### src/hdl/legacy_emu_pkg.sv
// constants, field positions and decode helper for the legacy keyboard/mouse emulation
package legacy_emu_pkg;

  // memory-space offsets of the emulation registers
  localparam logic [8:0]  OFS_CONTROL    = 9'h100;
  localparam logic [8:0]  OFS_INPUT      = 9'h104;
  localparam logic [8:0]  OFS_OUTPUT     = 9'h108;
  localparam logic [8:0]  OFS_STATUS     = 9'h10C;

  // legacy I/O ports and the base address that qualifies them
  localparam logic [15:0] PORT_DATA      = 16'h0060;
  localparam logic [15:0] PORT_CMD       = 16'h0064;
  localparam logic [15:0] LEGACY_IO_BASE = 16'h0060;

  // emulation_control fields
  localparam int unsigned CTL_EMU_ON     = 0;
  localparam int unsigned CTL_EMU_INT    = 1;
  localparam int unsigned CTL_CHAR_PEND  = 2;
  localparam int unsigned CTL_IRQ_GATE   = 3;
  localparam int unsigned CTL_WIDTH      = 4;

  // emulation_status fields
  localparam int unsigned STS_OUT_FULL   = 0;
  localparam int unsigned STS_IN_FULL    = 1;
  localparam int unsigned STS_CMD        = 3;
  localparam int unsigned STS_AUX        = 5;

  // reset values
  localparam logic [3:0]  CONTROL_RESET  = 4'h0;
  localparam logic [7:0]  STATUS_RESET   = 8'h00;
  localparam logic [7:0]  BYTE_RESET     = 8'h00;
  localparam logic [31:0] WORD_ZERO      = 32'h0000_0000;

  // true when a byte address hits a register word
  function automatic logic reg_hit(input logic [8:0] addr, input logic [8:0] ofs);
    reg_hit = (addr[8:2] == ofs[8:2]);
  endfunction

endpackage

### src/hdl/emu_evt_if.sv
// events and state passed between the port decoder and the status flag unit
`timescale 1ns/100ps
interface emu_evt_if;
  logic       port_wr;
  logic       port_cmd;
  logic       port_rd_data;
  logic [7:0] port_data;
  logic       mem_wr_status;
  logic       mem_wr_input;
  logic [7:0] mem_data;
  logic [7:0] status;
  logic [7:0] input_byte;

  modport ctrl  (output port_wr, port_cmd, port_rd_data, port_data,
                 output mem_wr_status, mem_wr_input, mem_data,
                 input  status, input_byte);
  modport flags (input  port_wr, port_cmd, port_rd_data, port_data,
                 input  mem_wr_status, mem_wr_input, mem_data,
                 output status, input_byte);
endinterface // emu_evt_if

### src/hdl/emu_status_flags.sv
// status flags and input buffer of the legacy emulation
`timescale 1ns/100ps
module emu_status_flags (
  // clock and reset
  input wire logic clk,
  input wire logic rst_n,
  // events from the decoder
  emu_evt_if.flags evt
);

  typedef struct packed {
    logic [7:0] status;
    logic [7:0] input_byte;
  } flags_state_t;

  flags_state_t state_ff;
  flags_state_t nxt_state;

  always_comb begin
    nxt_state = state_ff;
    if (evt.port_rd_data) begin
      nxt_state.status[legacy_emu_pkg::STS_OUT_FULL] = 1'b0;
    end
    if (evt.mem_wr_status) begin
      nxt_state.status = evt.mem_data;
    end
    if (evt.mem_wr_input) begin
      nxt_state.input_byte = evt.mem_data;
    end
    // port writes come last so their flag sets win
    if (evt.port_wr) begin
      nxt_state.input_byte = evt.port_data;
      nxt_state.status[legacy_emu_pkg::STS_IN_FULL] = 1'b1;
      nxt_state.status[legacy_emu_pkg::STS_CMD]     = evt.port_cmd;
    end
  end

  always_ff @(posedge clk) begin
    if (!rst_n) begin
      state_ff <= '{status: legacy_emu_pkg::STATUS_RESET,
                    input_byte: legacy_emu_pkg::BYTE_RESET};
    end else begin
      state_ff <= nxt_state;
    end
  end

  assign evt.status     = state_ff.status;
  assign evt.input_byte = state_ff.input_byte;

endmodule // emu_status_flags

### src/hdl/legacy_kbd_emulation.sv
// legacy keyboard and mouse emulation: memory window, port 60h/64h decode, irq lines
//
// Behaviour
// - emulation works only while the legacy strap pin is high, else nothing is decoded.
// - with decode select low, ports 60h and 64h are captured whatever the I/O base holds.
// - with decode select high, the ports are captured only when the I/O base equals 60h.
// - the four emulation registers sit in memory space at offsets 100h to 10Ch.
// - a read of port 64h returns the status register and changes nothing.
// - a write to port 60h stores the byte, sets input full and clears command flag.
// - a write to port 64h stores the byte and sets input full and command flag.
// - a read of port 60h returns the output byte and clears output full.
// - the input buffer holds the last byte stored by a port write or a memory write in bits 7:0, upper bits read zero.
// - status, input and output registers answer on the ports only while emulation is on.
// - the emulation-on bit enables port decoding and the keyboard and mouse interrupts.
// - the mouse line is high while emulation is on and aux flag, output full and irq gate are all set.
`timescale 1ns/100ps
module legacy_kbd_emulation (
  // clock and reset
  input  wire logic        CLOCK,
  input  wire logic        RST_N,
  // strap and configuration
  input  wire logic        LEGACY_STRAP,
  input  wire logic        LEGACY_DECODE_SEL,
  input  wire logic [15:0] FS_IO_BASE,
  // memory-space register access
  input  wire logic        MEM_REQ,
  input  wire logic        MEM_WE,
  input  wire logic [8:0]  MEM_ADDR,
  input  wire logic [31:0] MEM_WDATA,
  output logic      [31:0] MEM_RDATA,
  output logic             MEM_ACK,
  // legacy I/O port access
  input  wire logic        IO_REQ,
  input  wire logic        IO_WE,
  input  wire logic [15:0] IO_ADDR,
  input  wire logic [7:0]  IO_WDATA,
  output logic             IO_CLAIM,
  output logic      [7:0]  IO_RDATA,
  output logic             IO_ACK,
  // interrupt lines
  output logic             KEYBOARD_IRQ,
  output logic             MOUSE_IRQ,
  output logic             EMULATION_IRQ
);

  typedef struct packed {
    logic        strap_meta;
    logic        strap_sync;
    logic [3:0]  control;
    logic [7:0]  output_byte;
    logic [31:0] mem_rdata;
    logic        mem_ack;
    logic [7:0]  io_rdata;
    logic        io_ack;
    logic        kbd_irq;
    logic        mouse_irq;
    logic        emu_irq;
  } emu_state_t;

  emu_state_t state_ff;
  emu_state_t nxt_state;

  emu_evt_if evt ();

  emu_status_flags u_flags (
    .clk   (CLOCK),
    .rst_n (RST_N),
    .evt   (evt)
  );

  logic       strap_on;
  logic       emu_on;
  logic       base_ok;
  logic       port_hit;
  logic       hit_data;
  logic       hit_cmd;
  logic       out_full;
  logic       aux_flag;
  logic       irq_gate;
  logic       emu_int;
  logic [3:0] ctl_view;

  assign strap_on = state_ff.strap_sync;
  assign emu_on   = strap_on & state_ff.control[legacy_emu_pkg::CTL_EMU_ON];
  assign base_ok  = !LEGACY_DECODE_SEL | (FS_IO_BASE == legacy_emu_pkg::LEGACY_IO_BASE);
  assign hit_data = (IO_ADDR == legacy_emu_pkg::PORT_DATA);
  assign hit_cmd  = (IO_ADDR == legacy_emu_pkg::PORT_CMD);
  assign port_hit = IO_REQ & emu_on & base_ok & (hit_data | hit_cmd);
  assign IO_CLAIM = port_hit;

  assign out_full = evt.status[legacy_emu_pkg::STS_OUT_FULL];
  assign aux_flag = evt.status[legacy_emu_pkg::STS_AUX];
  assign irq_gate = state_ff.control[legacy_emu_pkg::CTL_IRQ_GATE];
  assign emu_int  = emu_on & (evt.status[legacy_emu_pkg::STS_IN_FULL]
                    | (!out_full & state_ff.control[legacy_emu_pkg::CTL_CHAR_PEND]));

  always_comb begin
    ctl_view = state_ff.control;
    ctl_view[legacy_emu_pkg::CTL_EMU_INT] = emu_int;
  end

  // port events towards the flag unit
  always_comb begin
    evt.port_wr      = port_hit & IO_WE;
    evt.port_cmd     = hit_cmd;
    evt.port_data    = IO_WDATA;
    evt.port_rd_data = port_hit & !IO_WE & hit_data;
  end

  // memory-space stores into the flag unit
  always_comb begin
    evt.mem_data      = MEM_WDATA[7:0];
    evt.mem_wr_status = MEM_REQ & MEM_WE & strap_on
                        & legacy_emu_pkg::reg_hit(MEM_ADDR, legacy_emu_pkg::OFS_STATUS);
    evt.mem_wr_input  = MEM_REQ & MEM_WE & strap_on
                        & legacy_emu_pkg::reg_hit(MEM_ADDR, legacy_emu_pkg::OFS_INPUT);
  end

  always_comb begin
    nxt_state = state_ff;

    // two-stage strap synchroniser
    nxt_state.strap_meta = LEGACY_STRAP;
    nxt_state.strap_sync = state_ff.strap_meta;

    // memory window
    nxt_state.mem_ack   = MEM_REQ;
    nxt_state.mem_rdata = legacy_emu_pkg::WORD_ZERO;
    if (MEM_REQ && strap_on) begin
      if (MEM_WE) begin
        if (legacy_emu_pkg::reg_hit(MEM_ADDR, legacy_emu_pkg::OFS_CONTROL)) begin
          nxt_state.control = MEM_WDATA[3:0];
          nxt_state.control[legacy_emu_pkg::CTL_EMU_INT] = 1'b0;
        end
        if (legacy_emu_pkg::reg_hit(MEM_ADDR, legacy_emu_pkg::OFS_OUTPUT)) begin
          nxt_state.output_byte = MEM_WDATA[7:0];
        end
      end else begin
        if (legacy_emu_pkg::reg_hit(MEM_ADDR, legacy_emu_pkg::OFS_CONTROL)) begin
          nxt_state.mem_rdata = {28'h0000000, ctl_view};
        end
        if (legacy_emu_pkg::reg_hit(MEM_ADDR, legacy_emu_pkg::OFS_INPUT)) begin
          nxt_state.mem_rdata = {24'h000000, evt.input_byte};
        end
        if (legacy_emu_pkg::reg_hit(MEM_ADDR, legacy_emu_pkg::OFS_OUTPUT)) begin
          nxt_state.mem_rdata = {24'h000000, state_ff.output_byte};
        end
        if (legacy_emu_pkg::reg_hit(MEM_ADDR, legacy_emu_pkg::OFS_STATUS)) begin
          nxt_state.mem_rdata = {24'h000000, evt.status};
        end
      end
    end

    // legacy port answers
    nxt_state.io_ack   = port_hit;
    nxt_state.io_rdata = legacy_emu_pkg::BYTE_RESET;
    if (port_hit && !IO_WE) begin
      if (hit_data) begin
        nxt_state.io_rdata = state_ff.output_byte;
      end else begin
        nxt_state.io_rdata = evt.status;
      end
    end

    nxt_state.kbd_irq   = emu_on & irq_gate & out_full & !aux_flag;
    nxt_state.mouse_irq = emu_on & irq_gate & out_full & aux_flag;
    nxt_state.emu_irq   = emu_int;
  end

  always_ff @(posedge CLOCK) begin
    if (!RST_N) begin
      state_ff <= '{strap_meta:  1'b0,
                    strap_sync:  1'b0,
                    control:     legacy_emu_pkg::CONTROL_RESET,
                    output_byte: legacy_emu_pkg::BYTE_RESET,
                    mem_rdata:   legacy_emu_pkg::WORD_ZERO,
                    mem_ack:     1'b0,
                    io_rdata:    legacy_emu_pkg::BYTE_RESET,
                    io_ack:      1'b0,
                    kbd_irq:     1'b0,
                    mouse_irq:   1'b0,
                    emu_irq:     1'b0};
    end else begin
      state_ff <= nxt_state;
    end
  end

  assign MEM_RDATA     = state_ff.mem_rdata;
  assign MEM_ACK       = state_ff.mem_ack;
  assign IO_RDATA      = state_ff.io_rdata;
  assign IO_ACK        = state_ff.io_ack;
  assign KEYBOARD_IRQ  = state_ff.kbd_irq;
  assign MOUSE_IRQ     = state_ff.mouse_irq;
  assign EMULATION_IRQ = state_ff.emu_irq;

endmodule // legacy_kbd_emulation

### config.mk
export PLATFORM = sky130hd
export DESIGN_NAME = legacy_kbd_emulation
export DESIGN_NICKNAME = d
export VERILOG_FILES = /design/src/hdl/legacy_emu_pkg.sv /design/src/hdl/emu_evt_if.sv /design/src/hdl/emu_status_flags.sv /design/src/hdl/legacy_kbd_emulation.sv
export SDC_FILE = /design/constraint.sdc
export NUM_CORES = 1
export LEC_CHECK = 0
export ABC_CLOCK_PERIOD_IN_PS = 2800
export BUFFER_PORTS_ARGS = -buffer_cell sky130_fd_sc_hd__buf_2
export CORE_MARGIN = 3
export CORE_UTILIZATION = 38
export CTS_CLUSTER_SIZE = 40
export DETAILED_ROUTE_END_ITERATION = 8
export PLACE_DENSITY_LB_ADDON = 0.2
export SETUP_SLACK_MARGIN = 0.3
export SLEW_MARGIN = 20
export SYNTH_ARGS = -nofsm -noshare
export SYNTH_HDL_FRONTEND = slang
export SYNTH_SLANG_ARGS = --single-unit
### constraint.sdc
create_clock -name CLOCK -period 2.8 [get_ports CLOCK]
set_clock_uncertainty 0.2 [all_clocks]
set_input_delay 0.42 -clock CLOCK [delete_from_list [all_inputs] [get_ports CLOCK]]
set_output_delay 0.42 -clock CLOCK [all_outputs]
set_load 0.1 [all_outputs]
==> results of run 1 <==
==> metal layers <==
metal / routed length, um / part of all wire, %
met1: 2660 / 46
met2: 2660 / 46
met3: 403 / 7.0
met4: 46 / 0.80
met5: 0 / 0
==> power by group through the flow <==
stage / clock [mW] / combinational, mW / sequential [mW]
2_1_floorplan: 0 / 0.211 / 0.736
3_3_place_gp: 0 / 0.246 / 0.731
3_5_place_dp: 0 / 0.248 / 0.731
4_1_cts: 0.612 / 0.248 / 0.714
5_1_grt: 0.645 / 0.261 / 0.714
6_report: 0.599 / 0.249 / 0.714
==> through the flow <==
step	hold slack (ps)	utilization, %	instance area, um^2	setup TNS, ps	total power [mW]
2_1_floorplan	212	-	2640	-27.7	0.946
3_3_place_gp	215	44.4	2850	0	0.977
3_5_place_dp	219	44.4	2850	0	0.979
4_1_cts	109	46.6	2990	0	1.57
5_1_grt	108	46.6	2990	0	1.62
6_report	118	46.6	2990	0	1.56
==> cells in the final DEF, fill, tap and decap left out, types with 6 or more instances in the layout <==
master / n
nor4b_1: 6
mux2i_1: 36
conb_1: 24
nor2_1: 33
inv_1: 10
nor4_1: 8
dfxtp_1: 50
buf_2: 83
a221oi_1: 6
==> state kept, by name, indices dropped and copies added, names as in the netlist <==
name	flops
IO_RDATA	8
KEYBOARD_IRQ	1
state_ff	8
MEM_ACK	1
strap_on	1
MOUSE_IRQ	1
MEM_RDATA	8
EMULATION_IRQ	1
IO_ACK	1
nxt_state	1
u_flags.evt.status	8
ctl_view	3
u_flags.evt.input_byte	8
==> critical path, cell delays in order <==
cell,delay (ps)
buf_2,90
or4_4,550
o41a_1,490
nor3_4,200
buf_12,210
==> logic make-up after synthesis <==
family | Yosys count | synth area share [%]
and+or+nand+nor | 77 | 18.7
buffers and inverters | 64 | 15.5
DFF | 50 | 39.4
muxes | 39 | 15.5
AOI/OAI and AO/OA | 30 | 10.6
other | 1 | 0.148
==> area by class of cell <==
| cell class | instances | area [um^2] |
|---|---|---|
| inverter | 10 | 37.5 |
| timing repair buffer | 89 | 473 |
| multi-input combinational | 170 | 1240 |
| clock buffer | 5 | 68.8 |
| fill | 631 | 3430 |
| clock inverter | 3 | 68.8 |
| tap | 77 | 96.3 |
| sequential | 50 | 1000 |
==> Yosys cell counts, types with 2 or more instances <==
master     number  area (um^2)
nor4b_1         6         52.6
mux2i_1        36          360
a221oi_1        6         52.6
buf_4          41          308
a221oi_2        3         45.0
nor2_1         33          124
nand4_4         2         42.5
and3_1          3         18.8
and2_1          4         25.0
a211oi_1        5         37.5
nand2_1         2         7.51
mux2_2          3         33.8
or4b_1          2         20.0
a2111oi_0       4         35.0
nor4_1          8         50.1
a21oi_1         5         25.0
and4bb_2        2         25.0
o22ai_1         3         18.8
dfxtp_1        50         1000
nand4_1         2         12.5
nand3_1         3         15.0
inv_1          10         37.5
or4_4           2         22.5
clkbuf_1       12         45.0
==> path summary, 6_finish.rpt <==
kind | startpoint | slack (ps) | to
worst max-delay path | FS_IO_BASE[9] | 210 | IO_CLAIM
worst min-delay path | LEGACY_STRAP | 120 | nxt_state[57]
worst min register to register | nxt_state[57] | 240 | strap_on
worst max register to register | strap_on | 660 | u_flags.evt.input_byte[0]
==> run metrics, run 1 <==
synthesis-stage register bit count=50; synthesized area per cell=9.73 um^2; number of placement rows=29; Setup crit start kind=input pin; GR Overflow Total=0; final hold violation count=0; max_cap viols=0; routed vias=2029; Post-Place Worst Slack=216 ps; clk sinks=50; DR DRC count=0; antenna violations before repair=0; Clk pwr share=38.3%; GR Layer Usage met1=19.8%; status=finished clean; first-pass GRT wire length=9230 um; fin. max-slew vios=0; pwr dens=522 nW/um^2; Worst slew margin=59.8%; Core Area=6420 um^2; Max IR drop VDD=272 uV; Logic pwr share=15.9%; average wire per cell in the routed design=14.3 um; GR Layer Usage met2=25.7%; initial core utilization=39.5%; DIE AREA=7700 um^2; RSZ-0062 raised after global routing=true; Arr. time, crit path=1970 ps; hold bufs inserted after CTS=0; Skew-Pair Late Insertion Delay=310 ps; internal power=1.12 mW; worst setup path category=in -> out; min Tclk post-route=2590 ps; period utilization=92.4%; hold-critical path depth=2; Mapped Cells=261; global-route layer with the greatest usage=met2; vias per cell=5.02; final count of negative-setup-slack endpoints=0; Switching Share=28.3%; WL final=5770 um; H-tree Lvls=2; clk root buf=clkbuf_8; die width=87.7 um; post-CTS sizing=0; Synth Flop Type=dfxtp_1; share of cells above drive strength 1=34.3%; I/O Pins=135; Placed Cells incl. Taps=396; count of cell types in the netlist=38; Async S/R FF share, synth=0%; cts bufs inserted=5; CTS clk-pin slew, worst paths=90 ps; met3 Use GR=3.86%; Initial DRC Count=51; path depth of the worst reg2reg path=4; Finished Layout Cells=404; register area share after synthesis=39.4%; critical-path maximum fanout=2; Leakage=1.49 nW; Die Ht=87.7 um; vias in the first global route=1906; NumNets Final=415; worst slew pin tran=602 ps; Clock Path Buffers=2; Crit. End Element=output pin; sw power=0.442 mW; port bufs=84; GR Util All Layers=15.3%; largest net degree at the start of global routing=20; YS warnings=0; final worst slack=214 ps; Critical Path RT=2180 ps; Mapped Area=2540 um^2; drt pass-1 iters=4; EDFF count, synth=0; antenna-violating nets left=0; Ant. Diodes=0; postcts setup bufs=0; clock tree from TritonCTS=built; Post-DP HPWL=4580 um; gpl congestion=0.829; area grow syn2layout=17.8%; register share of total power=45.7%; fmax=387 MHz; hold crit path type=in -> reg
(Power assumes the default switching activity.)
==> run 2, diff against run 1 <==
Settings changed: SYNTH_HIERARCHICAL from default to 1.
==> run 2 against run 1 <==
Setup slack gained 270 ps. Sequential power about the same. Total power shrank 4.3%. Sequential cell count unchanged. Synthesized cell count grew 5.0%. Cell count increased by 7.4%. First-iteration DRC count up 110%. Maximum frequency rose by 12%. Core utilization increased by 0.48 points. Wire length rose by 2.4%. Combinational power up 2%. Largest cell class unchanged. Largest power group unchanged.
==> run metrics, run 2 <==
status=finished clean; drt pass-1 iters=4; Worst slew margin=67.1%; min Tclk post-route=2310 ps; routed vias=2053; EDFF count, synth=0; synthesis-stage register bit count=50; Initial DRC Count=107; CP peak stage delay=360 ps; post-CTS sizing=0; hold crit path type=in -> reg; count of cell types in the netlist=40; clk sinks=50; critical-path maximum fanout=13; post-synth top area share=37.6%; YS warnings=6; WHS=118 ps; most instantiated library cell after synthesis=dfxtp_1; GR Overflow Total=0; Clock Path Buffers=2; Arr. time, crit path=1690 ps; Leakage=1.54 nW; Placed Cells incl. Taps=426; Crit. End Element=output pin; max_cap viols=0; largest net degree at the start of global routing=22; worst path cell trace=buf_2 > nor4_2 > nand4_2 > nor3_4 > buf_12; Commonest cells post-synth=dfxtp_1 (50), buf_4 (42), mux2i_1 (27); fin util=47.0%; first-pass GRT wire length=8910 um; Post-DP HPWL=4600 um; vias per cell=4.73; Async S/R FF share, synth=0%; Mapped Area=2660 um^2; Fin Setup TNS=0 ps; FILL cells=652; Finished Layout Cells=434; Die Ht=89.7 um; share of cells above drive strength 1=36.4%; antenna violations before repair=0; clk root buf=clkbuf_8; final hold violation count=0; postcts setup bufs=0; Critical Path Slowest Stage Cell=nand4_2; pwr dens=484 nW/um^2; worst slew pin tran=488 ps; CTS clk-pin slew, worst paths=90 ps; Synth Flop Type=dfxtp_1; GR Util All Layers=14.5%; RSZ-0062 raised after global routing=false; Critical Path RT=2180 ps; Core Area=6570 um^2; post-synth top area cell=dfxtp_1; Mapped Cells=274; port bufs=84; most frequent cells in the layout=buf_2 (83), dfxtp_1 (50), mux2i_1 (27); hold bufs inserted after CTS=0; die width=89.7 um; gpl congestion=0.822; fmax=432 MHz; vias in the first global route=1841; average wire per cell in the routed design=13.6 um; number of placement rows=29; footprint of the multi-input gates=1340 um^2; antenna-violating nets left=0; final count of negative-setup-slack endpoints=0; most common cell after layout, fill and taps aside=buf_2; synth top area cells=dfxtp_1 (38%), buf_4 (12%), mux2i_1 (10%), o211a_1 (4.5%), mux2_2 (4.2%); period utilization=82.6%; I/O Pins=135; DR DRC count=0; synthesized area per cell=9.71 um^2; worst setup path category=in -> out; register area share after synthesis=37.6%; initial core utilization=40.5%; area grow syn2layout=16.1%; fin. max-slew vios=0; Skew-Pair Late Insertion Delay=310 ps; NumNets Final=429; Register Area=1000 um^2; Max IR drop VDD=195 uV; DIE AREA=8040 um^2; H-tree Lvls=2; cts bufs inserted=5; WL final=5910 um; Ant. Diodes=0; clock tree from TritonCTS=built; Setup crit start kind=input pin
-- run 2: power by group --
group	switching (mW)	internal (mW)	total, mW	leakage, nW
registers	0.00150	0.713	0.714	0.403
clock network	0.253	0.273	0.526	0.0591
logic	0.202	0.0527	0.255	1.07
total	0.457	1.04	1.49	1.54
-- run 2: area by class of cell --
cell class | instances | share of cell area, %
Clock inverter | 3 | 1.54
Inverter | 10 | 1.22
Multi-Input combinational cell | 183 | 43.3
Timing Repair Buffer | 90 | 15.6
Clock buffer | 5 | 2.23
Sequential cell | 50 | 32.4
Tap cell | 93 | 3.77
-- run 2: cells by family after synthesis --
kind of cell,count (synthesis),share of synthesized area [%]
compound gates,33,10.7
buf+inv,64,16.0
flops,50,37.6
mux,37,14.4
other cells,1,0.141
simple gates,89,21.2
-- run 2: worst max-delay path, delay by kind of cell --
kind | cells | cell delay, ps
simple gates | 3 | 970
buf+inv | 2 | 300
-- run 2: final timing paths --
kind,start,end,slack (ps),cells after the start
worst max-delay path,IO_ADDR[9],IO_CLAIM,490,5
worst max register to register,strap_on,u_flags/evt.input_byte[2],710,4
worst min-delay path,LEGACY_STRAP,nxt_state[57],120,2
worst min register to register,nxt_state[57],strap_on,250,1
-- run 2: per-stage QoR --
stage | instance area [um^2] | total power [mW] | worst slack (ps)
after CTS | 3090 | 1.51 | 457
after floorplan | 2760 | 0.949 | 345
after global routing | 3090 | 1.55 | 387
after global placement | 2970 | 0.984 | 463
final | 3090 | 1.49 | 486
after detailed placement | 2970 | 0.985 | 447
-- run 2: layer usage --
layer / track usage [%] / vias to the layer above / wire (um)
li1: - / 1034 / -
met1: 20.2 / 907 / 2650
met2: 22.3 / 107 / 2510
met3: 3.56 / 5 / 698
met4: 4.06 / 0 / 55
met5: 0 / - / 0
